$ cat config.mk
export PLATFORM = sky130hd
export DESIGN_NAME = cht_host_port
export DESIGN_NICKNAME = d
export VERILOG_FILES = /design/src/pkg/cht_pkg.sv /design/src/core/cht_host_port.sv /design/src/core/cht_byte_seq.sv
export SDC_FILE = /design/constraint.sdc
export NUM_CORES = 1
export LEC_CHECK = 0
export BUFFER_PORTS_ARGS = -buffer_cell sky130_fd_sc_hd__buf_4
export CAP_MARGIN = 20
export CORE_MARGIN = 5
export CORE_UTILIZATION = 25
export CTS_CLUSTER_DIAMETER = 60
export DETAILED_ROUTE_END_ITERATION = 12
export PLACE_DENSITY_LB_ADDON = 0.15
export SYNTH_ARGS = -nofsm -noshare
export SYNTH_HDL_FRONTEND = slang
export SYNTH_SLANG_ARGS = --single-unit
$ cat constraint.sdc
create_clock -name ref_clk -period 2.3 [get_ports ref_clk]
set_input_delay 0.115 -clock ref_clk [delete_from_list [all_inputs] [get_ports ref_clk]]
set_output_delay 0.115 -clock ref_clk [all_outputs]
set_load 0.1 [all_outputs]
$ cat src/pkg/cht_pkg.sv
// Package: constants, types and helpers of the codec host transfer port
// Function
// Upper base byte stored, reads back written
// Lower base byte stored, reads back written
// Running sample counter is never readable
// Each direction picks PIO or DMA independently
// Host services each sample before next conversion
// Sixteen-bit samples move low byte first
// Left channel bytes precede right channel bytes
// Registers reachable only by chip-selected cycles
// PIO when run and I/O select set
// Host keeps acknowledges high during direct cycles
// Drive bus while read low; latch write rise
// Capture ready rises before playback ready; code raises playback ready at sample_start, capture ready at capture_point
// Pin bits reach output pins within period
// DMA when run set and I/O select clear
// Acknowledged cycles ignore address and chip select
// Playback request early, capture request late
// Request held until final byte strobe falls
// Host completes pending request after run cleared
// Single channel: capture on playback pins
// Single channel: playback wins when both run
// Host clears runs before switching direction
// Direction switches by run bits alone
// Upper byte write loads running counter
// Counter decrements, underflow sets flag, reloads
// Interrupt pin gated by enable; status write clears
// Byte count per sample follows format
package cht_pkg;
  // Direct addresses on the two address lines
  localparam logic [1:0] ADDR_INDEX = 2'h0;
  localparam logic [1:0] ADDR_DATA = 2'h1;
  localparam logic [1:0] ADDR_STATUS = 2'h2;
  localparam logic [1:0] ADDR_PIO = 2'h3;
  // Indexed registers
  localparam logic [3:0] IDX_FORMAT = 4'h8;
  localparam logic [3:0] IDX_IFACE = 4'h9;
  localparam logic [3:0] IDX_PIN = 4'hA;
  localparam logic [3:0] IDX_BASE_HI = 4'hE;
  localparam logic [3:0] IDX_BASE_LO = 4'hF;
  // Index register fields
  localparam int INDEX_LSB = 0;
  localparam int MODE_GATE_BIT = 6;
  // Format register fields
  localparam int FMT_STEREO_BIT = 4;
  localparam int FMT_WIDE_BIT = 6;
  // Interface configuration fields
  localparam int IF_PLAY_RUN_BIT = 0;
  localparam int IF_CAP_RUN_BIT = 1;
  localparam int IF_SINGLE_BIT = 2;
  localparam int IF_PLAY_PIO_BIT = 6;
  localparam int IF_CAP_PIO_BIT = 7;
  // Pin control fields
  localparam int PIN_IRQ_EN_BIT = 1;
  localparam int PIN_HOLD_BIT = 2;
  localparam int PIN_EXT_CTL_LSB = 6;
  // Status register fields
  localparam int ST_INT_BIT = 0;
  localparam int ST_PLAY_READY_BIT = 1;
  localparam int ST_CAP_READY_BIT = 5;
  // Reset values
  localparam logic [7:0] RST_INDEX = 8'h00;
  localparam logic [7:0] RST_FORMAT = 8'h00;
  localparam logic [7:0] RST_IFACE = 8'h08;
  localparam logic [7:0] RST_PIN = 8'h00;
  localparam logic [7:0] RST_BASE = 8'h00;

  typedef enum logic [1:0] {CYC_NONE, CYC_DIRECT, CYC_PLAY} cht_cyc_t;

  // Byte lane of a sample word {R hi, R lo, L hi, L lo}
  function automatic logic [1:0] cht_lane(input logic [1:0] idx,
                                          input logic wide);
    cht_lane = wide ? idx : {idx[0], 1'b1};
  endfunction : cht_lane

  // Index of the final byte of one sample
  function automatic logic [1:0] cht_last_idx(input logic stereo,
                                              input logic wide);
    cht_last_idx = {stereo & wide, stereo | wide};
  endfunction : cht_last_idx
endpackage : cht_pkg

$ cat src/core/cht_host_port.sv
// Codec host transfer port: registers, PIO and DMA sample transfers
`timescale 1ns/1ps
`default_nettype none
module cht_host_port
  import cht_pkg::*;
#(
  parameter int SAMPLE_W = 32
)(
  input wire logic ref_clk,
  input wire logic rst,
  input wire logic cs_n,
  input wire logic rd_n,
  input wire logic wr_n,
  input wire logic [1:0] address_lines,
  input wire logic [7:0] host_byte_bus_in,
  output logic [7:0] host_byte_bus_out,
  output logic host_byte_bus_oe,
  input wire logic playback_dma_ack_n,
  input wire logic capture_dma_ack_n,
  output logic playback_dma_request,
  output logic capture_dma_request,
  output logic irq,
  output logic [1:0] external_control_bits,
  input wire logic sample_start,
  input wire logic capture_point,
  input wire logic [SAMPLE_W-1:0] capture_sample_in,
  output logic [SAMPLE_W-1:0] playback_sample_out,
  output logic playback_sample_strobe
);

  logic rd_d_r, wr_d_r;
  logic [7:0] index_r, format_r, iface_r, pin_r, base_hi_r, base_lo_r;
  logic [7:0] index_nxt, format_nxt, iface_nxt, pin_nxt;
  logic [7:0] base_hi_nxt, base_lo_nxt;
  logic [15:0] count_r, count_nxt;
  logic int_r, int_nxt;
  logic [1:0] ext_ctl_r, ext_ctl_nxt;
  logic play_req_r, play_req_nxt, cap_req_r, cap_req_nxt;
  logic play_ready_r, play_ready_nxt, cap_ready_r, cap_ready_nxt;
  logic play_full_r, play_full_nxt;
  logic [SAMPLE_W-1:0] play_buf_r, play_buf_nxt, cap_buf_r, cap_buf_nxt;
  logic [SAMPLE_W-1:0] play_out_r, play_out_nxt;
  logic play_stb_r, play_stb_nxt;
  cht_cyc_t wcyc_r, wcyc_nxt;
  logic [1:0] waddr_r, waddr_nxt, wlane_r, wlane_nxt;
  logic wlast_r, wlast_nxt;
  logic [7:0] dout_r, dout_nxt;
  logic oe_r, oe_nxt;

  logic rd_fall, wr_fall, wr_rise;
  logic prun, crun, single, stereo, wide;
  logic play_pio, cap_pio, play_dma, cap_dma, sc_cap;
  logic p_ack, c_ack, direct, count_run, load_count;
  logic play_step, cap_step, play_last, cap_last;
  logic [1:0] play_idx, cap_idx, cap_lane;
  logic [7:0] reg_rd, status;

  assign rd_fall = rd_d_r & ~rd_n;
  assign wr_fall = wr_d_r & ~wr_n;
  assign wr_rise = ~wr_d_r & wr_n;
  assign prun = iface_r[IF_PLAY_RUN_BIT];
  assign crun = iface_r[IF_CAP_RUN_BIT];
  assign single = iface_r[IF_SINGLE_BIT];
  assign stereo = format_r[FMT_STEREO_BIT];
  assign wide = format_r[FMT_WIDE_BIT];
  // Each direction decodes its own mode
  assign play_pio = prun & iface_r[IF_PLAY_PIO_BIT];
  assign cap_pio = crun & iface_r[IF_CAP_PIO_BIT];
  assign sc_cap = single & ~prun & crun;
  assign play_dma = prun & ~iface_r[IF_PLAY_PIO_BIT];
  assign cap_dma = crun & ~iface_r[IF_CAP_PIO_BIT] & (~single | sc_cap);
  // Acknowledge routing; address and chip select unused under ack
  assign p_ack = ~playback_dma_ack_n & ~sc_cap;
  assign c_ack = single ? (~playback_dma_ack_n & sc_cap)
                        : ~capture_dma_ack_n;
  // Direct cycles only with both acks idle
  assign direct = ~cs_n & playback_dma_ack_n & capture_dma_ack_n;

  assign cap_step = rd_fall & (c_ack |
      (direct & (address_lines == ADDR_PIO) & cap_pio));
  assign play_step = wr_fall & (p_ack |
      (direct & (address_lines == ADDR_PIO) & play_pio));
  assign cap_lane = cht_lane(cap_idx, wide);

  cht_byte_seq u_play_seq (
    .ref_clk(ref_clk),
    .rst(rst),
    .clear(sample_start),
    .step(play_step),
    .stereo(stereo),
    .wide(wide),
    .byte_idx(play_idx),
    .last_byte(play_last)
  );

  cht_byte_seq u_cap_seq (
    .ref_clk(ref_clk),
    .rst(rst),
    .clear(capture_point & ~cap_ready_r),
    .step(cap_step),
    .stereo(stereo),
    .wide(wide),
    .byte_idx(cap_idx),
    .last_byte(cap_last)
  );

  assign status = ({7'h00, int_r} << ST_INT_BIT) |
                  ({7'h00, play_ready_r} << ST_PLAY_READY_BIT) |
                  ({7'h00, cap_ready_r} << ST_CAP_READY_BIT);

  // Indexed read mux; running counter has no read path
  always_comb begin
    case (index_r[INDEX_LSB +: 4])
      IDX_FORMAT: reg_rd = format_r;
      IDX_IFACE: reg_rd = iface_r;
      IDX_PIN: reg_rd = pin_r;
      IDX_BASE_HI: reg_rd = base_hi_r;
      IDX_BASE_LO: reg_rd = base_lo_r;
      default: reg_rd = 8'h00;
    endcase
  end

  assign count_run = (prun | crun) & (~pin_r[PIN_HOLD_BIT] | ~int_r);
  assign load_count = wr_rise & (wcyc_r == CYC_DIRECT) &
      (waddr_r == ADDR_DATA) & (index_r[INDEX_LSB +: 4] == IDX_BASE_HI);

  // Host registers, counter and interrupt
  always_comb begin
    index_nxt = index_r;
    format_nxt = format_r;
    iface_nxt = iface_r;
    pin_nxt = pin_r;
    base_hi_nxt = base_hi_r;
    base_lo_nxt = base_lo_r;
    count_nxt = count_r;
    int_nxt = int_r;
    ext_ctl_nxt = ext_ctl_r;
    if (wr_rise && wcyc_r == CYC_DIRECT) begin
      case (waddr_r)
        ADDR_INDEX: index_nxt = host_byte_bus_in;
        ADDR_DATA: begin
          case (index_r[INDEX_LSB +: 4])
            IDX_FORMAT: format_nxt = host_byte_bus_in;
            IDX_IFACE: iface_nxt = host_byte_bus_in;
            IDX_PIN: pin_nxt = host_byte_bus_in;
            IDX_BASE_HI: base_hi_nxt = host_byte_bus_in;
            IDX_BASE_LO: base_lo_nxt = host_byte_bus_in;
            default: ;
          endcase
        end
        ADDR_STATUS: int_nxt = 1'b0;
        default: ;
      endcase
    end
    if (load_count) begin
      count_nxt = {host_byte_bus_in, base_lo_r};
    end else if (sample_start && count_run) begin
      if (count_r == 16'h0000) begin
        count_nxt = {base_hi_r, base_lo_r};
      end else begin
        count_nxt = count_r - 16'h0001;
      end
    end
    if (sample_start && count_run && count_r == 16'h0000 && !load_count) begin
      int_nxt = 1'b1;
    end
    if (sample_start) begin
      ext_ctl_nxt = pin_r[PIN_EXT_CTL_LSB +: 2];
    end
  end

  // Sample buffers, ready flags, requests and bus cycles
  always_comb begin
    play_req_nxt = play_req_r;
    cap_req_nxt = cap_req_r;
    play_ready_nxt = play_ready_r;
    cap_ready_nxt = cap_ready_r;
    play_full_nxt = play_full_r & ~sample_start;
    play_buf_nxt = play_buf_r;
    cap_buf_nxt = cap_buf_r;
    play_out_nxt = play_out_r;
    play_stb_nxt = 1'b0;
    wcyc_nxt = wcyc_r;
    waddr_nxt = waddr_r;
    wlane_nxt = wlane_r;
    wlast_nxt = wlast_r;
    dout_nxt = dout_r;
    oe_nxt = oe_r & ~rd_n;
    if (wr_fall) begin
      waddr_nxt = address_lines;
      wlane_nxt = cht_lane(play_idx, wide);
      wlast_nxt = play_last;
      if (play_step) begin
        wcyc_nxt = CYC_PLAY;
      end else if (direct) begin
        wcyc_nxt = CYC_DIRECT;
      end else begin
        wcyc_nxt = CYC_NONE;
      end
    end
    if (play_step && play_last) begin
      play_req_nxt = 1'b0;
      play_ready_nxt = 1'b0;
    end
    if (wr_rise && wcyc_r == CYC_PLAY) begin
      play_buf_nxt[{wlane_r, 3'b000} +: 8] = host_byte_bus_in;
      if (wlast_r) begin
        play_full_nxt = 1'b1;
      end
    end
    if (sample_start) begin
      if (play_full_r) begin
        play_out_nxt = play_buf_r;
        play_stb_nxt = 1'b1;
      end
      play_ready_nxt = prun | play_ready_nxt;
      play_req_nxt = play_dma | play_req_nxt;
    end
    if (rd_fall) begin
      oe_nxt = c_ack | direct;
      if (c_ack) begin
        dout_nxt = cap_buf_r[{cap_lane, 3'b000} +: 8];
      end else begin
        case (address_lines)
          ADDR_INDEX: dout_nxt = index_r;
          ADDR_DATA: dout_nxt = reg_rd;
          ADDR_STATUS: dout_nxt = status;
          default: dout_nxt = cap_pio ? cap_buf_r[{cap_lane, 3'b000} +: 8]
                                      : 8'h00;
        endcase
      end
    end
    // Request stays up after a run bit clears until serviced
    if (cap_step && cap_last) begin
      cap_req_nxt = 1'b0;
      cap_ready_nxt = 1'b0;
    end
    // Late-period load; overrun keeps the unread sample
    if (capture_point && crun && !cap_ready_r) begin
      cap_buf_nxt = capture_sample_in;
      cap_ready_nxt = 1'b1;
      cap_req_nxt = cap_dma | cap_req_nxt;
    end
  end

  always_ff @(posedge ref_clk) begin
    if (rst) begin
      rd_d_r <= 1'b1;
      wr_d_r <= 1'b1;
      index_r <= RST_INDEX;
      format_r <= RST_FORMAT;
      iface_r <= RST_IFACE;
      pin_r <= RST_PIN;
      base_hi_r <= RST_BASE;
      base_lo_r <= RST_BASE;
      count_r <= 16'h0000;
      int_r <= 1'b0;
      ext_ctl_r <= 2'h0;
      play_req_r <= 1'b0;
      cap_req_r <= 1'b0;
      play_ready_r <= 1'b0;
      cap_ready_r <= 1'b0;
      play_full_r <= 1'b0;
      play_buf_r <= '0;
      cap_buf_r <= '0;
      play_out_r <= '0;
      play_stb_r <= 1'b0;
      wcyc_r <= CYC_NONE;
      waddr_r <= 2'h0;
      wlane_r <= 2'h0;
      wlast_r <= 1'b0;
      dout_r <= 8'h00;
      oe_r <= 1'b0;
    end else begin
      rd_d_r <= rd_n;
      wr_d_r <= wr_n;
      index_r <= index_nxt;
      format_r <= format_nxt;
      iface_r <= iface_nxt;
      pin_r <= pin_nxt;
      base_hi_r <= base_hi_nxt;
      base_lo_r <= base_lo_nxt;
      count_r <= count_nxt;
      int_r <= int_nxt;
      ext_ctl_r <= ext_ctl_nxt;
      play_req_r <= play_req_nxt;
      cap_req_r <= cap_req_nxt;
      play_ready_r <= play_ready_nxt;
      cap_ready_r <= cap_ready_nxt;
      play_full_r <= play_full_nxt;
      play_buf_r <= play_buf_nxt;
      cap_buf_r <= cap_buf_nxt;
      play_out_r <= play_out_nxt;
      play_stb_r <= play_stb_nxt;
      wcyc_r <= wcyc_nxt;
      waddr_r <= waddr_nxt;
      wlane_r <= wlane_nxt;
      wlast_r <= wlast_nxt;
      dout_r <= dout_nxt;
      oe_r <= oe_nxt;
    end
  end

  // Single channel: capture request moves to the playback pin
  assign playback_dma_request = sc_cap ? cap_req_r : play_req_r;
  assign capture_dma_request = cap_req_r & ~single;
  assign irq = int_r & pin_r[PIN_IRQ_EN_BIT];
  assign external_control_bits = ext_ctl_r;
  assign host_byte_bus_out = dout_r;
  assign host_byte_bus_oe = oe_r & ~rd_n;
  assign playback_sample_out = play_out_r;
  assign playback_sample_strobe = play_stb_r;
endmodule : cht_host_port
`default_nettype wire

$ cat src/core/cht_byte_seq.sv
// Byte position counter within one sample transfer
`timescale 1ns/1ps
`default_nettype none
module cht_byte_seq
  import cht_pkg::*;
(
  input wire logic ref_clk,
  input wire logic rst,
  input wire logic clear,
  input wire logic step,
  input wire logic stereo,
  input wire logic wide,
  output logic [1:0] byte_idx,
  output logic last_byte
);
  logic [1:0] idx_r;
  logic [1:0] idx_nxt;

  assign byte_idx = idx_r;
  assign last_byte = (idx_r == cht_last_idx(stereo, wide));

  always_comb begin
    idx_nxt = idx_r;
    if (clear) begin
      idx_nxt = 2'h0;
    end else if (step) begin
      idx_nxt = last_byte ? 2'h0 : idx_r + 2'h1;
    end
  end

  always_ff @(posedge ref_clk) begin
    if (rst) begin
      idx_r <= 2'h0;
    end else begin
      idx_r <= idx_nxt;
    end
  end
endmodule : cht_byte_seq
`default_nettype wire

==> impl_results.md <==
* Layout Area Growth over Synthesis at 25.3%
* RSZ-0062 raised after global routing: no
* CTS sink cnt at between 150 and 200
* Post-route ant nets at 0
* CTS buffer count at 17
* Iter 0 DRT Violations at 450
* Initial antenna violation count at 0
* Setup Skew at approximately 0.011 ns
* Drc violations at 0
* Tot GR Track Use at 15.0%
* Wirelength per Cell at 17.6 um
* Max frequency at slightly below 500 MHz
* Synth unique cells at 61
* HP Class: in -> reg
* Post-layout net count at 1221
* Launching point of the worst reg2reg path: index_r[3]
* Hold path startpoint: host_byte_bus_in[3]
* Peak supply drop at 0.511 mV
* Status: complete, no violations
* Leakage power at 3.75 nW
* Slew HR at between 40% and 50%
* Post-synthesis sequential area ratio at 45.1%
* Clk_lat worst skew at 0.44 ns
* Final wirelength at between 20 and 30 mm
* Final Hold Vio Count at 0
* Cell area after synthesis at 0.00848 sq mm
* Global placement routability congestion at about 0.84
* WHS Path Cells at 3
* Vert. Die Dim at 194 um
* First-pass GRT wire length at 45.6 mm
* Num rows at 67
* PD cells at around 640 mW/mm^2
* CP Max Fanout at 13
* Clock buffer depth at 2
* Vias in the first global route at 7781
* Share of cells above drive strength 1 at between 10% and 20%
* Hold_ws at 0.0571 ns
* Post-Syn Instances at 1064
* WS Path Type: reg -> reg
* CP Launch Type: flip-flop
* Syn. warnings at 0
* Total gr overflow at 0
* Antenna fix cells at 0
* Post-synth EDFFs at 0
* Worst slew pin tran at 0.824 ns
* Die width at 194 um
* R2R depth at 5
* Critical Path End Type: flip-flop
* Final worst-path cycle share at 89.5%
* Vias/cell at roughly 4.8
* Initial cell density of the core at 25.3%
* Vias at just under 8k
* Mapped Nets at 1122
* Post-CTS setup repair buffer count at 0
* Hold-critical path endpoint: play_buf_r[19]
* Die area at 0.0377 sq mm
* Max-slew violation count at 0
* Htree depth at 4
* Setup TNS at 0 ns
* Max-cap violation count at 0
* Detailed Place HPWL at 19.5 mm
* Ys flop type: dfxtp_1
* Placed cell areas at approximately 0.0097 sq mm
* TritonRoute pass-1 iters at 5
* #FFs+latches synth at approximately 190
* Core box area at about 0.034 sq mm
* Ys async rst share at 0%
* CTS tree: done
* Port Buffer Count at 97
* Setup violations, final at 0
* Largest net degree at the start of global routing at between 100 and 150
* Clk root buf: clkbuf_16
* Minimum clock period at 2.06 ns
* R2r endpoint: count_r[15]
* Setup slack, reg-to-reg at 0.24 ns
* Clk slew on worst S/H paths at ~0.080 ns
* Worst Path Arrival at about 2.3 ns
* Avg Inst Size Synth at 7.97 sq um
* Final instance area at 0.0106 sq mm
* Worst Path Required at 2.58 ns
* Io pins at 98
## state kept, by name (all words and copies together), names as in the netlist, 8 cells and up
register and flops:
cap_buf_r 32, play_buf_r 32, playback_sample_out 32, count_r 16, base_hi_r 8, base_lo_r 8, format_r 8, host_byte_bus_out 8
iface_r 8, index_r 8, pin_r 8
## cell type report
type,instances,area (sq um)
inverters,25,93.8
multi-input cells,767,4230
clock inverters,10,150
flip-flops and latches,191,3820
fillers,3677,22900
clock buffers,21,440
well taps,448,561
repair buffers,161,1330
## report_power, final
part	switching [mW]	internal (mW)	total (mW)	leakage (nW)
clock network	1.37	1.73	3.10	0.283
registers	0.0125	3.32	3.33	1.54
logic	0.250	0.152	0.402	1.92
total	1.63	5.20	6.83	3.75
## through the flow
stage / power, mW / std cells / worst slack (ns) / util, %
after floorplan: 3.59 / 1064 / 0.501 / -
after CTS: 6.94 / 1623 / 0.256 / 31.7
after detailed placement: 3.77 / 1555 / 0.263 / 28.8
after global routing: 7.10 / 1623 / 0.0601 / 31.7
after global placement: 3.76 / 1555 / 0.290 / 28.8
final: 6.83 / 1623 / 0.241 / 31.7
## routing by layer
layer  GRT usage [%]  part of all wire, %
met4            3.72                  1.5
met2            25.2                   48
met5               0                    0
met1            20.2                   47
met3            2.71                  3.1
## worst max path at each step
| stage | start | to | slack, ns | cells after the start |
|---|---|---|---|---|
| floorplan | iface_r[2] | capture_dma_request | 0.50 | 1 |
| detailed placement | u_cap_seq.byte_idx[1] | host_byte_bus_out[2] | 0.26 | 5 |
| global route | u_cap_seq.byte_idx[1] | host_byte_bus_out[4] | 0.06 | 5 |
| CTS | index_r[3] | count_r[15] | 0.26 | 5 |
| global placement | u_cap_seq.byte_idx[1] | host_byte_bus_out[2] | 0.29 | 5 |
| finish | index_r[3] | count_r[15] | 0.24 | 5 |
## synthesized netlist by cell type (6+ instances only)
| library cell | count | area (sq um) |
|---|---|---|
| nor2_1 | 59 | 221 |
| nand2_1 | 238 | 893 |
| o21ai_0 | 25 | 125 |
| ha_1 | 7 | 87.6 |
| a21boi_0 | 6 | 45.0 |
| o211ai_1 | 10 | 75.1 |
| nor3_1 | 10 | 50.1 |
| nand2b_1 | 7 | 43.8 |
| o32ai_1 | 12 | 105 |
| a22oi_1 | 9 | 67.6 |
| nor2b_1 | 7 | 43.8 |
| nand3_1 | 58 | 290 |
| clkbuf_1 | 55 | 206 |
| and2_1 | 9 | 56.3 |
| a211oi_1 | 8 | 60.1 |
| o22ai_1 | 19 | 119 |
| a21oi_1 | 155 | 776 |
| mux2i_1 | 44 | 440 |
| buf_2 | 18 | 90.1 |
| dfxtp_1 | 191 | 3820 |
| inv_1 | 24 | 90.1 |
## cells by family (layout without fill, tap and decap cells)
| kind of cell | count (synthesis) | in the layout | synth area share (%) |
|---|---|---|---|
| AO/OA/AOI/OAI | 274 | 274 | 19.2 |
| XOR/XNOR | 5 | 5 | 0.516 |
| adder cells (fa/ha/maj) | 7 | 7 | 1.03 |
| buffers and inverters | 106 | 217 | 5.22 |
| flip-flops | 191 | 191 | 45.1 |
| multiplexers | 45 | 45 | 5.32 |
| AND/OR/NAND/NOR | 436 | 436 | 23.6 |
## cell usage in the layout, fill, tap and decap left out, types with 17 or more instances in the layout
cell / instances
nor2_1: 59
o22ai_1: 19
mux2i_1: 44
dlygate4sd3_1: 37
buf_4: 121
nand3_1: 58
a21oi_1: 155
clkbuf_16: 17
dfxtp_1: 191
o21ai_0: 25
nand2_1: 238
inv_1: 24
## repair_timing
item,4_1_cts,5_1_grt
hold endpoints to repair,40,0
gates resized for setup,0,1
setup endpoints to repair,0,1
hold buffers,37,0
## critical path, cell delays in order (launching register included)
cell and delay [ns]:
dfxtp_1 0.54, and4b_1 0.45, nand3_1 0.23, and2_1 0.35, a21boi_0 0.23, o32ai_1 0.11
Note: power is estimated with default switching activity, not from simulation.
